**config.mk**
```make
export PLATFORM = sky130hd
export DESIGN_NAME = cbu_branch_unit
export DESIGN_NICKNAME = d
export VERILOG_FILES = /design/src/common/cbu_pkg.sv /design/src/logic/cbu_branch_unit.sv
export SDC_FILE = /design/constraint.sdc
export NUM_CORES = 1
export LEC_CHECK = 0
export BUFFER_PORTS_ARGS = -buffer_cell sky130_fd_sc_hd__buf_2
export CORE_ASPECT_RATIO = 0.7
export CORE_MARGIN = 2
export CORE_UTILIZATION = 25
export CTS_BUF_LIST = sky130_fd_sc_hd__clkbuf_4
export CTS_CLUSTER_SIZE = 12
export DETAILED_ROUTE_END_ITERATION = 12
export GPL_ROUTABILITY_DRIVEN = 1
export PLACE_DENSITY_LB_ADDON = 0.3
export SETUP_SLACK_MARGIN = 0.1
export SLEW_MARGIN = 20
export SYNTH_ARGS = -nofsm -noshare
export SYNTH_HDL_FRONTEND = slang
export SYNTH_SLANG_ARGS = --single-unit
```
**constraint.sdc**
```tcl
create_clock -name core_clk_in -period 5.2 [get_ports core_clk_in]
set_input_delay 0.26 -clock core_clk_in [delete_from_list [all_inputs] [get_ports core_clk_in]]
set_output_delay 0.26 -clock core_clk_in [all_outputs]
set_load 0.1 [all_outputs]
```
**src/common/cbu_pkg.sv**
```systemverilog
// Package for the conditional branch unit: widths, flag positions, opcodes, states and carriers
package cbu_pkg;
    localparam int PC_W = 12;
    localparam int OFS_W = 7;
    localparam int FLAG_W = 8;
    localparam int IDX_W = 3;
    localparam logic [IDX_W-1:0] CARRY_BIT = 3'h0;
    localparam logic [IDX_W-1:0] ZERO_BIT = 3'h1;
    localparam logic [PC_W-1:0] PC_ONE = 12'h001;
    localparam logic [PC_W-1:0] PC_RESET = 12'h000;

    // Branch kinds presented by the decoder
    typedef enum logic [2:0]
    {
        CBU_OP_FLAG_SET = 3'b000,
        CBU_OP_FLAG_CLEAR = 3'b001,
        CBU_OP_EQUAL = 3'b010,
        CBU_OP_NOT_EQUAL = 3'b011,
        CBU_OP_CARRY_SET = 3'b100,
        CBU_OP_CARRY_CLEAR = 3'b101,
        CBU_OP_SAME_HIGHER = 3'b110,
        CBU_OP_NONE = 3'b111
    } cbu_op_t;

    typedef enum logic
    {
        CBU_ST_IDLE = 1'b0,
        CBU_ST_TAKEN = 1'b1
    } cbu_state_t;

    // One branch request from the decoder
    typedef struct packed
    {
        logic valid;
        cbu_op_t op;
        logic [IDX_W-1:0] index;
        logic [OFS_W-1:0] offset;
    } cbu_req_t;

    // Answer toward fetch and program counter
    typedef struct packed
    {
        logic done;
        logic taken;
        logic [PC_W-1:0] target;
    } cbu_resp_t;

    // All state of the unit
    typedef struct packed
    {
        cbu_state_t state;
        logic busy;
        cbu_resp_t resp;
    } cbu_regs_t;
endpackage

```
**src/logic/cbu_branch_unit.sv**
```systemverilog
// Conditional relative branch unit: flag test and program counter target
`timescale 1ns/1ps

// What this block does
// - Flag-set branch tests indexed status bit; if 1, PC becomes PC plus offset plus one.
// - Flag-clear branch jumps when indexed status bit is 0, else falls through.
// - Branch on equal jumps only when zero flag is 1.
// - Branch on not equal jumps only when zero flag is 0.
// - Branch on carry set jumps only when carry flag is 1.
// - Branch on carry clear jumps when carry is 0; no status flag changes.
// - Same-or-higher equals carry clear; one cycle not taken, two taken.
module cbu_branch_unit
(
    input wire logic core_clk_in,
    input wire logic rst_in,
    input wire cbu_pkg::cbu_req_t req_in,
    input wire logic [cbu_pkg::FLAG_W-1:0] status_flags_register_in,
    input wire logic [cbu_pkg::PC_W-1:0] pc_in,
    output logic busy_out,
    output cbu_pkg::cbu_resp_t resp_out,
    output logic [cbu_pkg::FLAG_W-1:0] status_flags_out
);
    cbu_pkg::cbu_regs_t state_reg;
    cbu_pkg::cbu_regs_t state_next;
    logic flag_bit;
    logic cond;
    logic [cbu_pkg::PC_W-1:0] ofs_ext;
    logic accept;

    // Flags pass through untouched by any branch
    assign status_flags_out = status_flags_register_in;
    assign busy_out = state_reg.busy;
    assign resp_out = state_reg.resp;
    assign accept = req_in.valid && (state_reg.state == cbu_pkg::CBU_ST_IDLE);

    // Sign extension of the offset
    assign ofs_ext = {{(cbu_pkg::PC_W-cbu_pkg::OFS_W){req_in.offset[cbu_pkg::OFS_W-1]}}, req_in.offset};

    // Condition evaluation per branch kind
    always_comb
    begin
        flag_bit = status_flags_register_in[req_in.index];
        cond = 1'b0;
        unique case (req_in.op)
            cbu_pkg::CBU_OP_FLAG_SET: cond = flag_bit;
            cbu_pkg::CBU_OP_FLAG_CLEAR: cond = !flag_bit;
            cbu_pkg::CBU_OP_EQUAL: cond = status_flags_register_in[cbu_pkg::ZERO_BIT];
            cbu_pkg::CBU_OP_NOT_EQUAL: cond = !status_flags_register_in[cbu_pkg::ZERO_BIT];
            cbu_pkg::CBU_OP_CARRY_SET: cond = status_flags_register_in[cbu_pkg::CARRY_BIT];
            cbu_pkg::CBU_OP_CARRY_CLEAR,
            cbu_pkg::CBU_OP_SAME_HIGHER: cond = !status_flags_register_in[cbu_pkg::CARRY_BIT];
            cbu_pkg::CBU_OP_NONE: cond = 1'b0;
        endcase
    end

    // Next state: answer next cycle; a taken branch holds busy one extra cycle
    always_comb
    begin
        state_next = state_reg;
        state_next.resp.done = 1'b0;
        state_next.resp.taken = 1'b0;
        unique case (state_reg.state)
            cbu_pkg::CBU_ST_IDLE:
            begin
                state_next.busy = 1'b0;
                if (accept && req_in.op != cbu_pkg::CBU_OP_NONE)
                begin
                    if (cond)
                    begin
                        state_next.state = cbu_pkg::CBU_ST_TAKEN;
                        state_next.busy = 1'b1;
                        state_next.resp.target = pc_in + ofs_ext + cbu_pkg::PC_ONE;
                    end
                    else
                    begin
                        state_next.resp.done = 1'b1;
                        state_next.resp.target = pc_in + cbu_pkg::PC_ONE;
                    end
                end
            end
            cbu_pkg::CBU_ST_TAKEN:
            begin
                state_next.state = cbu_pkg::CBU_ST_IDLE;
                state_next.busy = 1'b0;
                state_next.resp.done = 1'b1;
                state_next.resp.taken = 1'b1;
            end
        endcase
    end

    // State register
    always_ff @(posedge core_clk_in)
    begin
        if (rst_in)
        begin
            state_reg.state <= cbu_pkg::CBU_ST_IDLE;
            state_reg.busy <= 1'b0;
            state_reg.resp.done <= 1'b0;
            state_reg.resp.taken <= 1'b0;
            state_reg.resp.target <= cbu_pkg::PC_RESET;
        end
        else
        begin
            state_reg <= state_next;
        end
    end

    // Checks on decisions, targets and timing of every branch kind

    // Flag-set branch taken: relative target two cycles after accept
    a_taken_target: assert property (@(posedge core_clk_in) disable iff (rst_in)
        (accept && req_in.op == cbu_pkg::CBU_OP_FLAG_SET && status_flags_register_in[req_in.index])
        |-> ##2 (resp_out.done && resp_out.taken
        && resp_out.target == $past(pc_in, 2) + $past(ofs_ext, 2) + cbu_pkg::PC_ONE))
        else $error("flag-set branch target wrong");

    // Flag-set branch not taken: falls through one cycle after accept
    a_set_fall: assert property (@(posedge core_clk_in) disable iff (rst_in)
        (accept && req_in.op == cbu_pkg::CBU_OP_FLAG_SET && !status_flags_register_in[req_in.index])
        |=> (resp_out.done && !resp_out.taken && resp_out.target == $past(pc_in) + cbu_pkg::PC_ONE))
        else $error("flag-set branch did not fall through");

    // Flag-clear branch with the bit set falls through
    a_clear_fall: assert property (@(posedge core_clk_in) disable iff (rst_in)
        (accept && req_in.op == cbu_pkg::CBU_OP_FLAG_CLEAR && status_flags_register_in[req_in.index])
        |=> (resp_out.done && !resp_out.taken && resp_out.target == $past(pc_in) + cbu_pkg::PC_ONE))
        else $error("flag-clear branch did not fall through");

    // Flag-clear branch with the bit clear jumps to the relative target
    a_clear_taken: assert property (@(posedge core_clk_in) disable iff (rst_in)
        (accept && req_in.op == cbu_pkg::CBU_OP_FLAG_CLEAR && !status_flags_register_in[req_in.index])
        |-> ##2 (resp_out.done && resp_out.taken
        && resp_out.target == $past(pc_in, 2) + $past(ofs_ext, 2) + cbu_pkg::PC_ONE))
        else $error("flag-clear branch target wrong");

    // Equal branch decision follows the zero flag
    a_equal_taken: assert property (@(posedge core_clk_in) disable iff (rst_in)
        (accept && req_in.op == cbu_pkg::CBU_OP_EQUAL)
        |=> (busy_out == $past(status_flags_register_in[cbu_pkg::ZERO_BIT])))
        else $error("equal branch decision wrong");

    // Equal branch with zero clear answers at once
    a_equal_fall: assert property (@(posedge core_clk_in) disable iff (rst_in)
        (accept && req_in.op == cbu_pkg::CBU_OP_EQUAL && !status_flags_register_in[cbu_pkg::ZERO_BIT])
        |=> (resp_out.done && !resp_out.taken))
        else $error("equal branch taken with zero clear");

    // Not-equal branch decision is the inverse of the zero flag
    a_noteq_taken: assert property (@(posedge core_clk_in) disable iff (rst_in)
        (accept && req_in.op == cbu_pkg::CBU_OP_NOT_EQUAL)
        |=> (busy_out != $past(status_flags_register_in[cbu_pkg::ZERO_BIT])))
        else $error("not-equal branch decision wrong");

    // Not-equal branch with zero set answers at once
    a_noteq_fall: assert property (@(posedge core_clk_in) disable iff (rst_in)
        (accept && req_in.op == cbu_pkg::CBU_OP_NOT_EQUAL && status_flags_register_in[cbu_pkg::ZERO_BIT])
        |=> (resp_out.done && !resp_out.taken))
        else $error("not-equal branch taken with zero set");

    // Carry-set branch decision follows the carry flag
    a_carry_set: assert property (@(posedge core_clk_in) disable iff (rst_in)
        (accept && req_in.op == cbu_pkg::CBU_OP_CARRY_SET)
        |=> (busy_out == $past(status_flags_register_in[cbu_pkg::CARRY_BIT])))
        else $error("carry-set branch decision wrong");

    // Carry-set branch with carry clear answers at once
    a_carry_fall: assert property (@(posedge core_clk_in) disable iff (rst_in)
        (accept && req_in.op == cbu_pkg::CBU_OP_CARRY_SET && !status_flags_register_in[cbu_pkg::CARRY_BIT])
        |=> (resp_out.done && !resp_out.taken))
        else $error("carry-set branch taken with carry clear");

    // Carry-clear branch decision is the inverse of the carry flag
    a_carry_clear: assert property (@(posedge core_clk_in) disable iff (rst_in)
        (accept && req_in.op == cbu_pkg::CBU_OP_CARRY_CLEAR)
        |=> (busy_out != $past(status_flags_register_in[cbu_pkg::CARRY_BIT])))
        else $error("carry-clear branch decision wrong");

    // Flags leave the unit exactly as they came in
    a_flags_kept: assert property (@(posedge core_clk_in) disable iff (rst_in)
        (status_flags_out == status_flags_register_in))
        else $error("branch altered status flags");

    // Same-or-higher not taken completes in one cycle
    a_one_cycle: assert property (@(posedge core_clk_in) disable iff (rst_in)
        (accept && req_in.op == cbu_pkg::CBU_OP_SAME_HIGHER && status_flags_register_in[cbu_pkg::CARRY_BIT])
        |=> (resp_out.done && !busy_out))
        else $error("not-taken branch not done in one cycle");

    // Same-or-higher taken completes in two cycles
    a_two_cycle: assert property (@(posedge core_clk_in) disable iff (rst_in)
        (accept && req_in.op == cbu_pkg::CBU_OP_SAME_HIGHER && !status_flags_register_in[cbu_pkg::CARRY_BIT])
        |=> (busy_out && !resp_out.done) ##1 (resp_out.done && resp_out.taken))
        else $error("taken branch not done in two cycles");

    // Busy never lasts longer than the one extra cycle
    a_busy_short: assert property (@(posedge core_clk_in) disable iff (rst_in)
        busy_out |=> !busy_out)
        else $error("busy held beyond one cycle");

    // A request arriving while busy must not disturb the pending target
    a_target_hold: assert property (@(posedge core_clk_in) disable iff (rst_in)
        busy_out |=> $stable(resp_out.target))
        else $error("target changed while busy");

    // An empty request gives neither answer nor busy
    a_none_quiet: assert property (@(posedge core_clk_in) disable iff (rst_in)
        (accept && req_in.op == cbu_pkg::CBU_OP_NONE)
        |=> (!resp_out.done && !busy_out))
        else $error("empty request produced an answer");

    // Taken target uses the offset sign-extended from its top bit
    a_sign_ext: assert property (@(posedge core_clk_in) disable iff (rst_in)
        (accept && cond)
        |=> (resp_out.target == $past(pc_in)
        + {{(cbu_pkg::PC_W-cbu_pkg::OFS_W){$past(req_in.offset[cbu_pkg::OFS_W-1])}}, $past(req_in.offset)}
        + cbu_pkg::PC_ONE))
        else $error("offset not sign extended");

    // Main scenarios to be reached
    c_taken: cover property (@(posedge core_clk_in) resp_out.done && resp_out.taken);
    c_not_taken: cover property (@(posedge core_clk_in) resp_out.done && !resp_out.taken);
    c_backward: cover property (@(posedge core_clk_in) accept && req_in.offset[cbu_pkg::OFS_W-1] && cond);
    c_refused: cover property (@(posedge core_clk_in) busy_out && req_in.valid);
endmodule

```
Word-level counts from Yosys, hierarchy flattened
Index checks and enable logic that the tools add are counted.
- $add $sub $neg: 3
- $mul: 0
- divide/modulo/power cells: 0
- magnitude comparators: 1
- equal/unequal tests: 8
- shifts and indexed selects: 0
- multiplexer cells: 9
- bitwise gates (word level): 1
- reduce and logical (&&, ||, !) cells: 8
- operator list (cell ; number):
    12-bit by 1-bit adder with 12-bit output (second input constant) ; 2
    12-bit adder ; 1
    3-bit equality test (second input constant) ; 4
    12-bit 2-to-1 mux ; 1
    1-bit one-hot mux with 7 select lines ; 1
    3-bit by 2-bit equality test with 1-bit output (second input constant) ; 2
    3-bit one-hot mux with 2 select lines ; 1
    3-bit by 4-bit < comparator with 1-bit output (second input constant) ; 1
    1-bit binary-select mux with 3-bit select ; 1
    3-bit by 1-bit equality test with 1-bit output (second input constant) ; 1
    1-bit logical NOT ; 3
    3-bit logical NOT ; 1
    1-bit 2-to-1 mux ; 3
    3-bit 2-to-1 mux ; 1
    3-bit != test (second input constant) ; 1
    1-bit logical AND ; 2
    2-bit 2-to-1 mux ; 1
    2-bit AND reduction ; 1
    2-bit OR reduction ; 1
    1-bit inverter ; 1
- bits in registers: 16
- latch bits: 0
- memory bits (writable): 0
- ROM bits: 0
- input bits: 36
- word-level logic and storage cells: 35
- memories kept: 0

Logic depth before layout (Yosys ltp)
Gate-level depths: netlist (run 1).
- depth in word-level cells: 7
- depth in mapped cells: 9
- gate-level depth less buffers: 9

Worst setup path before layout (run 1)
No wires, ideal clock.
- path type: input port to flip-flop
- from: input req_in[9] in the netlist's numbering
- to: register state_reg, in the netlist resp_out[7]
- setup time: 0.131 ns
- data arrival time: 2.006 ns
- required time: 5.069 ns
- slack: 3.063 ns
- stages: 7
- path buffers: 1
- path through: mux4_1 -> mux2i_1 -> xor2_1 -> mux4_2 -> buf_2 -> a32oi_1 -> o31ai_1
- cells in the longest elaborated chain, start to end: 5
- RTL lines (what ; RTL line ; RTL):
    from (decl) ; cbu_branch_unit.sv:16 ; input wire cbu_pkg::cbu_req_t req_in,
    1-bit binary-select mux with 3-bit select (*) ; cbu_branch_unit.sv:42 ; flag_bit = status_flags_register_in[req_in.index];
    1-bit 2-to-1 mux (not written as such) (*) ; cbu_branch_unit.sv:42 ;
    1-bit logical NOT ; cbu_branch_unit.sv:46 ; cbu_pkg::CBU_OP_FLAG_CLEAR: cond = !flag_bit;
    1-bit one-hot mux with 7 select lines (*) ; cbu_branch_unit.sv:44 ; unique case (req_in.op)
    12-bit 2-to-1 mux (*) ; cbu_branch_unit.sv:68 ; if (cond)
    to (signal assigned) ; cbu_branch_unit.sv:104 ; state_reg <= state_next;
    to (decl) ; cbu_branch_unit.sv:23 ; cbu_pkg::cbu_regs_t state_reg;
Every way passes the cells marked *; elsewhere a longest branch is shown, timed or not. The select of a mux whose other input is x is not followed.
A chain may end at the register's enable or synchronous reset.

Worst setup path in the final report (run 1)
- from: input req_in[9] in the netlist's numbering
- to: register state_reg, in the netlist resp_out[3]
Same word-level chain as after synthesis.

==> qor.txt, run 1 <==
==================================================================================================
HPWL reported at the end of detailed placement                                            3.584 mm
Number of flip-flops in the largest register                                                    14
Number of max-slew violations in the final report                                                0
CTS tree                                                                                     built
Largest net degree at the start of global routing                                               25
Via count                                                                                     1543
Share of final-layout standard cells stronger than drive strength 1                         0.2803
Shortest period the worst path allows                                                      2110 ps
Unrepaired setup endpoints after global routing                                              false
Count of final hold-check violations                                                             0
Dominant combinational cell family by area after synthesis                            simple AND/OR/NAND/NOR gates
Floorplan core area                                                                      5813 um^2
Global-route congestion overflow total                                                           0
Post-synthesis compound-gate area fraction                                                  0.2072
Starting utilization of the core area                                                       0.2628
Cell accounting for the most synthesized area                                         sky130_fd_sc_hd__dfxtp_1
Pre-CTS setup slack                                                                        2752 ps
CTS Root Cell                                                                         sky130_fd_sc_hd__clkbuf_4
Synthesized net count                                                                          240
Category of the critical setup timing path                                               in -> reg
Reg area                                                                                300.3 um^2
Fraction of synthesis flops using an asynchronous set or reset pin                               0
H-Tree Depth                                                                                     1
Largest fanout on the critical path                                                             24
Final wirelength                                                                          4.245 mm
Overall die width                                                                         97.44 um
Top cells by area, synth                                                              sky130_fd_sc_hd__dfxtp_1 (20%), sky130_fd_sc_hd__ha_1 (9.8%), sky130_fd_sc_hd__xnor2_1 (6.3%)
Clock Skews                                                                               5.974 ps
CP Data Required Time                                                                      5440 ps
Outcome                                                                               finished, final reports clean
Number of fill cells                                                                           650
DRC violation count after routing                                                                0
Number of standard-cell rows in the floorplan                                                   23
Post-synthesis mux area share                                                              0.07535
Number of nets still failing antenna checks after routing                                        0
Number of input and output port buffers inserted                                                58
Total power                                                                              0.4824 mW
Initial DRT Pass Iterations                                                                      4
Number of buffers created by CTS                                                                 3
Adder-cell share of the synthesized area                                                    0.1114
Post-synthesis cell type count                                                                  43
Post-synth design cell area                                                              1528 um^2
Area share of and/or/nand/nor cells after synthesis                                         0.2154
Placed instance area                                                                     1821 um^2
Worst relative slew slack                                                                   0.4299
Number of buffers between clock root and the deepest sink                                        2
Gp weighted congestion                                                                      0.7938
Insertion delay of the later-clocked pin in the worst-skew pair                             280 ps
Max rail drop VDD                                                                       0.09060 mV
Quantity of gates resized following cts                                                          0
Kind of capture point of the worst setup path                                                 flop
Drt wl/cell                                                                               13.52 um
P_int                                                                                    0.2297 mW
Worst Hold Slack                                                                          191.7 ps
Fmax achieved                                                                            473.9 MHz
Sequential element share of the synthesized area                                            0.1966
Power per standard cell area                                                          261.0 nW/um^2
Diode count                                                                                      0
Total number of nets in the final design                                                       289
Critical path startpoint category                                                     primary input
Die ar.                                                                                  6762 um^2
Classification of the worst-slack hold path                                              in -> reg
Ports placed on the boundary                                                                    59
First-pass GRT wire length                                                                7.127 mm
Min setup slack post-route                                                                 3090 ps
Global Route Usage Sum                                                                      0.1256
Net load switching power                                                                 0.2527 mW
Die Height                                                                                69.41 um
Number of antenna violations at the first check in global routing                                0
Number of enable-type register cells in the synthesized netlist                                  0
Synth Flop Type                                                                       sky130_fd_sc_hd__dfxtp_1
Count of endpoints failing setup in the final report                                             0
Power share of the clock group                                                               0.140
Clock transition time at the flip-flop clock pins of the worst setup and hold paths         100 ps
Layout Cell Area excl Fill                                                               1848 um^2
Signal arrival time at the worst endpoint                                                  2350 ps
Via count of the first global-routing pass                                                    1429
Number of DRC markers after the initial detailed-route iteration                               101
Synthesis-to-layout area growth                                                             20.97%
Setup tns final                                                                               0 ps
Synthesized netlist cell count                                                                 191
Number of storage elements in the synthesis netlist                                             15
Sink Count                                                                                      15
Fraction of power spent switching nets                                                      0.5238
Post-synthesis share of cell area spent on xor and xnor gates                               0.1147
Static leakage                                                                           0.8482 nW
Vias/cell                                                                                    4.914
Combinational power share                                                                    0.580
Number of warning messages in the yosys log                                                      0
Cts-stage hold buffer count                                                                      0
Worst Max-Slew Pin Slew                                                                   853.4 ps
Final cycle utilization of the critical path                                                0.4058
Fraction of synthesized cell area taken by the top area cell type                           0.1966
Top cells by instance count after synthesis                                           sky130_fd_sc_hd__nand2_1 (18), sky130_fd_sc_hd__nor2_1 (18), sky130_fd_sc_hd__dfxtp_1 (15), sky130_fd_sc_hd__ha_1 (12), sky130_fd_sc_hd__nand3_1 (12)
Combined area of the multi-input logic cells                                             1106 um^2
Max-Cap Viols                                                                                    0
Mean Syn Cell Area                                                                      7.999 um^2
Buffers inserted by post-CTS timing repair                                                       0
Portion of total power attributed to sequential cells                                        0.279
==================================================================================================
[worst max-delay path, cell delays in order]
cell	delay (ps)
sky130_fd_sc_hd__buf_2	100
sky130_fd_sc_hd__mux4_1	550
sky130_fd_sc_hd__mux2i_1	170
sky130_fd_sc_hd__xor2_1	90
sky130_fd_sc_hd__mux4_2	690
sky130_fd_sc_hd__nor4bb_1	330
sky130_fd_sc_hd__a221o_1	140
[final timing paths]
check	from	end	slack, ps	cells past startpoint
hold reg to reg	resp_out[4]$_SDFFE_PP0P_	resp_out[4]$_SDFFE_PP0P_	460	2
setup / recovery	req_in[9]	resp_out[3]$_SDFFE_PP0P_	3090	7
setup reg to reg	state_reg[15]$_SDFF_PP0_	resp_out[11]$_SDFFE_PP0P_	3700	4
hold / removal	rst_in	resp_out[12]$_SDFF_PP0_	190	2
[power groups by stage]
stage          registers, mW  logic, mW  clock network (mW)
3_5_place_dp           0.138      0.280                   0
5_1_grt                0.137      0.300              0.0746
2_1_floorplan          0.230      0.132                   0
3_3_place_gp           0.138      0.278                   0
4_1_cts                0.135      0.280              0.0711
6_report               0.135      0.280              0.0676
[cell usage in the layout (no fill, tap or decap), types with 3 or more instances in the layout]
cell / n
sky130_fd_sc_hd__a21oi_1: 6
sky130_fd_sc_hd__a32oi_1: 5
sky130_fd_sc_hd__buf_2: 58
sky130_fd_sc_hd__clkbuf_4: 3
sky130_fd_sc_hd__dfxtp_1: 15
sky130_fd_sc_hd__ha_1: 12
sky130_fd_sc_hd__inv_1: 8
sky130_fd_sc_hd__mux2i_1: 4
sky130_fd_sc_hd__nand2_1: 18
sky130_fd_sc_hd__nand3_1: 12
sky130_fd_sc_hd__nor2_1: 18
sky130_fd_sc_hd__nor2b_1: 5
sky130_fd_sc_hd__nor3_1: 4
sky130_fd_sc_hd__o21a_1: 4
sky130_fd_sc_hd__o21ai_0: 9
sky130_fd_sc_hd__o21ai_1: 3
sky130_fd_sc_hd__o311ai_1: 4
sky130_fd_sc_hd__o31ai_1: 4
sky130_fd_sc_hd__or2_2: 4
sky130_fd_sc_hd__xnor2_1: 11
sky130_fd_sc_hd__xor2_1: 9
[final cells by class]
cell class / instances / share of cell area
Sequential cell: 15 / 0.1625
Tap cell: 75 / 0.05078
Inverter: 8 / 0.01625
Clock inverter: 1 / 0.002708
Timing Repair Buffer: 58 / 0.1571
Clock buffer: 3 / 0.01219
Multi-Input combinational cell: 154 / 0.5985
[routing by layer]
layer  vias up  wire length (um)  GRT usage
met5         -                 0          0
met4         0                 0   0.007716
met3         0               226    0.02823
met2        47              1810     0.1808
met1       696              2207     0.1970
li1        800                 -          -
[per-stage QoR]
step / cells / util
finish: 314 / 0.3179
global placement: 310 / 0.3132
detailed placement: 310 / 0.3132
global route: 314 / 0.3179
floorplan: 191 / -
CTS: 314 / 0.3179
[kinds of logic (layout without fill, tap and decap cells)]
logic type | count (synthesis) | in the layout
XOR/XNOR | 20 | 20
buffers and inverters | 22 | 70
AND/OR/NAND/NOR | 69 | 69
adder cells (fa/ha/maj) | 13 | 13
AO/OA/AOI/OAI | 45 | 45
flip-flops | 15 | 15
multiplexers | 7 | 7
No activity file was read; power rests on OpenSTA's default activity.
==> run 2: changes to the inputs <==
ABC_AREA = 1   (was not set)
clock period = 1.8 ns   (was 5.2 ns; I/O delays follow)
==> run 2 against run 1 <==
  * Combinational power grew to 2.8 times the previous value
  * Cell area rose by 12%
  * Critical path depth rose by 5
  * First-iteration DRC count fell by 32%
  * Worst hold slack worse by 68 ps
  * Sequential share of layout area fell by 1.7 points
  * Largest cell class unchanged
==> qor.txt, run 2 <==
==================================================================================================
Outcome                                                                               finished, final reports clean
Number of enable-type register cells in the synthesized netlist                                  0
Worst Hold Slack                                                                          123.3 ps
Sink Count                                                                                      15
CTS Root Cell                                                                         sky130_fd_sc_hd__clkbuf_4
Number of nets still failing antenna checks after routing                                        0
Number of max-slew violations in the final report                                                0
Setup tns final                                                                               0 ps
Quantity of gates resized following cts                                                          0
Fraction of synthesized cell area taken by the top area cell type                           0.1745
Static leakage                                                                            1.195 nW
HPWL reported at the end of detailed placement                                            3.843 mm
Highest-count cells in the layout ignoring fill and taps                              sky130_fd_sc_hd__nand2_1 (73), sky130_fd_sc_hd__buf_2 (58), sky130_fd_sc_hd__inv_1 (47), sky130_fd_sc_hd__nor2_1 (44), sky130_fd_sc_hd__nand3_1 (24)
Synthesized net count                                                                          341
Max rail drop VDD                                                                        0.3963 mV
Cts-stage hold buffer count                                                                      0
Number of cells traversed by the worst hold path                                                 2
Buffers inserted by post-CTS timing repair                                                       0
Ports placed on the boundary                                                                    59
Sequential element share of the synthesized area                                            0.1745
Floorplan core area                                                                      6694 um^2
Worst relative slew slack                                                                   0.6708
Vias/cell                                                                                    4.231
Power per standard cell area                                                          662.6 nW/um^2
Total number of nets in the final design                                                       393
Number of buffers between clock root and the deepest sink                                        2
DRC violation count after routing                                                                0
Max-Cap Viols                                                                                    0
Initial DRT Pass Iterations                                                                      4
Synth Flop Type                                                                       sky130_fd_sc_hd__dfxtp_1
Fmax achieved                                                                            701.2 MHz
Worst reg-to-reg path cell count                                                                 7
Number of DRC markers after the initial detailed-route iteration                                69
Signal arrival time at the worst endpoint                                                  1670 ps
Number of storage elements in the synthesis netlist                                             15
Synthesis-to-layout area growth                                                             20.44%
Via count of the first global-routing pass                                                    1664
Gp weighted congestion                                                                      0.8502
Number of warning messages in the yosys log                                                      0
Post-synth design cell area                                                              1720 um^2
Post-synthesis cell type count                                                                  27
Classification of the worst-slack hold path                                              in -> reg
CTS tree                                                                                     built
Clock transition time at the flip-flop clock pins of the worst setup and hold paths          90 ps
Global Route Usage Sum                                                                      0.1235
Diode count                                                                                      0
Number of antenna violations at the first check in global routing                                0
Overall die width                                                                         103.2 um
Drt wl/cell                                                                               10.24 um
Clock Skews                                                                               7.887 ps
Cell accounting for the most synthesized area                                         sky130_fd_sc_hd__dfxtp_1
Final cycle utilization of the critical path                                                0.7923
Shortest period the worst path allows                                                      1426 ps
Largest fanout on the critical path                                                              3
H-Tree Depth                                                                                     1
Kind of capture point of the worst setup path                                                 flop
Share of final-layout standard cells stronger than drive strength 1                         0.2128
Fraction of synthesis flops using an asynchronous set or reset pin                               0
Number of buffers created by CTS                                                                 3
Final wirelength                                                                          4.476 mm
Critical path startpoint category                                                     primary input
Number of input and output port buffers inserted                                                58
Category of the critical setup timing path                                               in -> reg
Synthesized netlist cell count                                                                 292
Largest net degree at the start of global routing                                               25
Unrepaired setup endpoints after global routing                                              false
Top cells by area, synth                                                              sky130_fd_sc_hd__dfxtp_1 (17%), sky130_fd_sc_hd__nand2_1 (16%), sky130_fd_sc_hd__inv_1 (10%)
Most frequent cell after synthesis                                                    sky130_fd_sc_hd__nand2_1
Die ar.                                                                                  7572 um^2
Via count                                                                                     1849
CP Data Required Time                                                                      2040 ps
Total power                                                                               1.373 mW
Starting utilization of the core area                                                       0.2570
Most common library cell in the layout ignoring fill and taps                         sky130_fd_sc_hd__nand2_1
Count of endpoints failing setup in the final report                                             0
Insertion delay of the later-clocked pin in the worst-skew pair                             290 ps
Number of flip-flops in the largest register                                                    14
Top cells by instance count after synthesis                                           sky130_fd_sc_hd__nand2_1 (73), sky130_fd_sc_hd__inv_1 (47), sky130_fd_sc_hd__nor2_1 (44), sky130_fd_sc_hd__nand3_1 (24), sky130_fd_sc_hd__dfxtp_1 (15)
Global-route congestion overflow total                                                           0
First-pass GRT wire length                                                                7.458 mm
Number of standard-cell rows in the floorplan                                                   25
Mean Syn Cell Area                                                                      5.892 um^2
Worst Max-Slew Pin Slew                                                                   497.2 ps
Count of final hold-check violations                                                             0
Die Height                                                                                73.41 um
==================================================================================================
run 2: cell families after synthesis:
| logic type | synth area share |
|---|---|
| DFF | 0.1745 |
| xor gates and xnor gates | 0.09164 |
| and+or+nand+nor | 0.3826 |
| adders and majority gates | 0.09891 |
| AOI/OAI and AO/OA | 0.08654 |
| buffers and inverters | 0.1658 |
run 2: metrics by stage:
step	utilization	instances	instance area (um^2)	setup slack, ps
after floorplan	-	292	1722	338.4
after global placement	0.3050	433	2042	112.3
after detailed placement	0.3050	433	2042	87.41
after CTS	0.3095	437	2072	390.9
after global routing	0.3095	437	2072	198.6
final	0.3095	437	2072	373.9
run 2: where the power goes:
| part | switching (mW) | internal [mW] |
|---|---|---|
| sequential | 0.0125 | 0.363 |
| combinational | 0.586 | 0.204 |
| clock | 0.106 | 0.101 |
run 2: worst max-delay path, cell delays in order:
cell and delay, ps:
sky130_fd_sc_hd__buf_2 100, sky130_fd_sc_hd__inv_1 50, sky130_fd_sc_hd__ha_1 200, sky130_fd_sc_hd__fa_1 440
sky130_fd_sc_hd__o21bai_1 260, sky130_fd_sc_hd__nand2_1 80, sky130_fd_sc_hd__nand2_1 80, sky130_fd_sc_hd__xor2_1 150
sky130_fd_sc_hd__nand2_1 70, sky130_fd_sc_hd__nand3_1 60, sky130_fd_sc_hd__nand2_1 50, sky130_fd_sc_hd__inv_1 40
run 2: layout make-up:
class / count / area (um^2)
Sequential cell: 15 / 301.5
Inverter: 48 / 182.7
Timing Repair Buffer: 60 / 305.3
Fill cell: 784 / 4622
Tap cell: 94 / 117.6
Clock buffer: 4 / 30.03
Multi-Input combinational cell: 216 / 1135
run 2: layer usage:
metal / vias up / wire length [um] / share of wire / global-route usage
li1: 1002 / - / - / -
met1: 786 / 2271 / 0.51 / 0.1764
met2: 61 / 1784 / 0.40 / 0.1934
met3: 0 / 420 / 0.094 / 0.03520
met4: 0 / 0 / 0 / 0.008772
met5: - / 0 / 0 / 0
run 2: path summary, 6_finish.rpt:
path / endpoint / start / slack (ps)
hold / removal: resp_out[12]$_SDFF_PP0_ / rst_in / 120
setup reg to reg: resp_out[9]$_SDFFE_PP0P_ / state_reg[15]$_SDFF_PP0_ / 610
hold reg to reg: resp_out[11]$_SDFFE_PP0P_ / resp_out[11]$_SDFFE_PP0P_ / 470
setup / recovery: resp_out[8]$_SDFFE_PP0P_ / pc_in[0] / 370
==> run 3: changes to the inputs <==
ABC_AREA = 0   (was 1)
clock period = 1.2 ns   (was 1.8 ns; I/O delays follow)
==> run 3 against run 2 <==
  * The flow now finishes with violations (setup timing)
  * Register-to-register slack worse by 790 ps
  * Sequential power is 56% higher
  * Worst hold slack better by 110 ps
  * First-iteration DRC count is 43% lower
  * Via count is 6.4% lower
  * Non-clock buffer count is 60 higher
  * Sequential share of layout area is 2.7 points lower
  * Clock-buffer cell count is 1 lower
  * Clock skew is 6.5 ps higher
  * Largest power group unchanged
  * Highest routed layer is now met4
==> qor.txt, run 3 (synthesized netlist as in run 1, its figures left out) <==
==================================================================================================
Outcome                                                                               finished, violations left
Violations in the final reports                                                       setup timing
Global Route Usage Sum                                                                      0.1376
Die Height                                                                                69.41 um
Drt wl/cell                                                                               12.77 um
Unrepaired setup endpoints after global routing                                               true
Worst Max-Slew Pin Slew                                                                   488.2 ps
Final wirelength                                                                          4.802 mm
Highest metal layer used by the detailed router                                               met4
Worst relative slew slack                                                                   0.6768
Fmax achieved                                                                            577.3 MHz
Worst path most repeated cell                                                         sky130_fd_sc_hd__mux4_2
Number of antenna violations at the first check in global routing                                0
Classification of the worst-slack hold path                                              in -> reg
H-Tree Depth                                                                                     1
Number of fill cells                                                                           592
Category of the critical setup timing path                                               in -> reg
Sink Count                                                                                      15
Metal3 WL                                                                                   177 um
Total number of nets in the final design                                                       351
Layout Cell Area excl Fill                                                               2551 um^2
Insertion delay of the later-clocked pin in the worst-skew pair                             300 ps
Placed instance area                                                                     2282 um^2
Final cycle utilization of the critical path                                                 1.443
Kind of capture point of the worst setup path                                                 flop
Shortest period the worst path allows                                                      1732 ps
Floorplan core area                                                                      5813 um^2
Ports placed on the boundary                                                                    59
Setup tns final                                                                           -6541 ps
CP Data Required Time                                                                      1440 ps
Number of buffers between clock root and the deepest sink                                        2
Standard cell with the maximum stage delay on the critical path                       sky130_fd_sc_hd__mux4_2
Number of flip-flops in the largest register                                                    14
Number of buffers created by CTS                                                                 3
Static leakage                                                                            1.233 nW
Diode count                                                                                      0
HPWL reported at the end of detailed placement                                            3.844 mm
Cell Chain, Critical Path                                                             buf_8 -> mux4_2 -> mux2i_1 -> xor2_1 -> mux4_2 -> buf_12 -> a2111o_1 -> o21ai_1
Largest fanout on the critical path                                                             12
Die ar.                                                                                  6762 um^2
Number of DRC markers after the initial detailed-route iteration                                39
First-pass GRT wire length                                                                7.714 mm
Clock Skews                                                                               14.35 ps
Min setup slack post-route                                                               -532.2 ps
Most common library cell in the layout ignoring fill and taps                         sky130_fd_sc_hd__buf_4
Share of final-layout standard cells stronger than drive strength 1                         0.4751
Clock transition time at the flip-flop clock pins of the worst setup and hold paths         110 ps
Count of endpoints failing setup in the final report                                            14
Number of nets still failing antenna checks after routing                                        0
Overall die width                                                                         97.44 um
Starting utilization of the core area                                                       0.2628
Signal arrival time at the worst endpoint                                                  1970 ps
Count of final hold-check violations                                                             0
Critical path startpoint category                                                     primary input
Worst Hold Slack                                                                          228.4 ps
Number of max-slew violations in the final report                                                0
DRC violation count after routing                                                                0
Global-route congestion overflow total                                                           0
Max-Cap Viols                                                                                    0
Number of input and output port buffers inserted                                                58
Final std cells w/o fill                                                                       376
Via count                                                                                     1731
Power per standard cell area                                                          999.3 nW/um^2
Vias/cell                                                                                    4.604
Slowest cell delay on critical path                                                         510 ps
Reg area                                                                                301.5 um^2
Routed length on met2                                                                     2.066 mm
Total routed wire length on the met1 layer                                                2.547 mm
Max rail drop VDD                                                                        0.3642 mV
CTS tree                                                                                     built
Via count of the first global-routing pass                                                    1625
Largest net degree at the start of global routing                                               13
Gp weighted congestion                                                                      0.8599
Combined area of the multi-input logic cells                                             1211 um^2
Highest-count cells in the layout ignoring fill and taps                              sky130_fd_sc_hd__buf_4 (69), sky130_fd_sc_hd__buf_2 (40), sky130_fd_sc_hd__nand2_1 (18), sky130_fd_sc_hd__nor2_1 (17), sky130_fd_sc_hd__dfxtp_1 (14)
Initial DRT Pass Iterations                                                                      4
Total placed cells including tap cells                                                         368
CTS Root Cell                                                                         sky130_fd_sc_hd__clkbuf_4
Number of standard-cell rows in the floorplan                                                   23
Synthesis-to-layout area growth                                                             66.99%
Total power                                                                               2.550 mW
==================================================================================================
==> run 3: cell count changes in the layout (fill, tap and decap cells not counted), sizes merged, moves of 4 or more <==
| cell | change |
|---|---|
| nand2 | -57 |
| a32oi | +5 |
| mux2i | +4 |
| a21oi | -5 |
| xnor2 | +4 |
| o31ai | +4 |
| o21a | +4 |
| nor2 | -31 |
| nor2b | +5 |
| buf | +57 |
| nand3 | -12 |
| o311ai | +5 |
| inv | -40 |
==> run 3: power breakdown <==
| part | switching, mW | internal (mW) |
|---|---|---|
| clock | 0.184 | 0.124 |
| combinational | 1.02 | 0.636 |
| sequential | 0.0331 | 0.555 |
==> run 3: metal layers <==
layer | GRT usage | vias up
met2 | 0.2038 | 28
li1 | - | 913
met5 | 0 | -
met3 | 0.03327 | 2
met4 | 0.01852 | 0
met1 | 0.2058 | 788
==> run 3: final cells by class <==
class	instances	area share
clock buffers	3	0.008828
clock inverters	1	0.001962
inverters	8	0.01177
multi-input cells	154	0.4747
flip-flops and latches	15	0.1182
well taps	75	0.03678
repair buffers	120	0.3477
==> run 3: path summary, 6_finish.rpt <==
path,from,cells past startpoint,slack [ps],endpoint
setup / recovery,req_in[9],8,-530,resp_out[9]$_SDFFE_PP0P_
hold / removal,pc_in[0],4,230,resp_out[0]$_SDFFE_PP0P_
setup reg to reg,state_reg[15]$_SDFF_PP0_,4,-180,resp_out[8]$_SDFFE_PP0P_
hold reg to reg,resp_out[4]$_SDFFE_PP0P_,2,470,resp_out[4]$_SDFFE_PP0P_
==> run 3: repair_timing <==
item / in CTS / in global routing
pin swaps: 2 / 2
cloned: 2 / 0
hold buffers: 1 / 0
resized for setup: 23 / 16
endpoints found under the hold margin: 1 / 0
endpoints found under the setup margin: 26 / 16
buffers inserted: 1 / 0
==> run 3: critical path, delay by kind of cell <==
kind,cells,cell delay [ps]
AOI/OAI and AO/OA,2,410
xor gates and xnor gates,1,80
buffers and inverters,2,260
muxes,3,1170
==> run 3: stage by stage <==
step	util	setup WS, ps
finish	0.4389	-532.2
global route	0.4389	-565.4
CTS	0.4225	-532.4
detailed placement	0.3926	-887.9
global placement	0.3926	-838.6
floorplan	-	-657.7
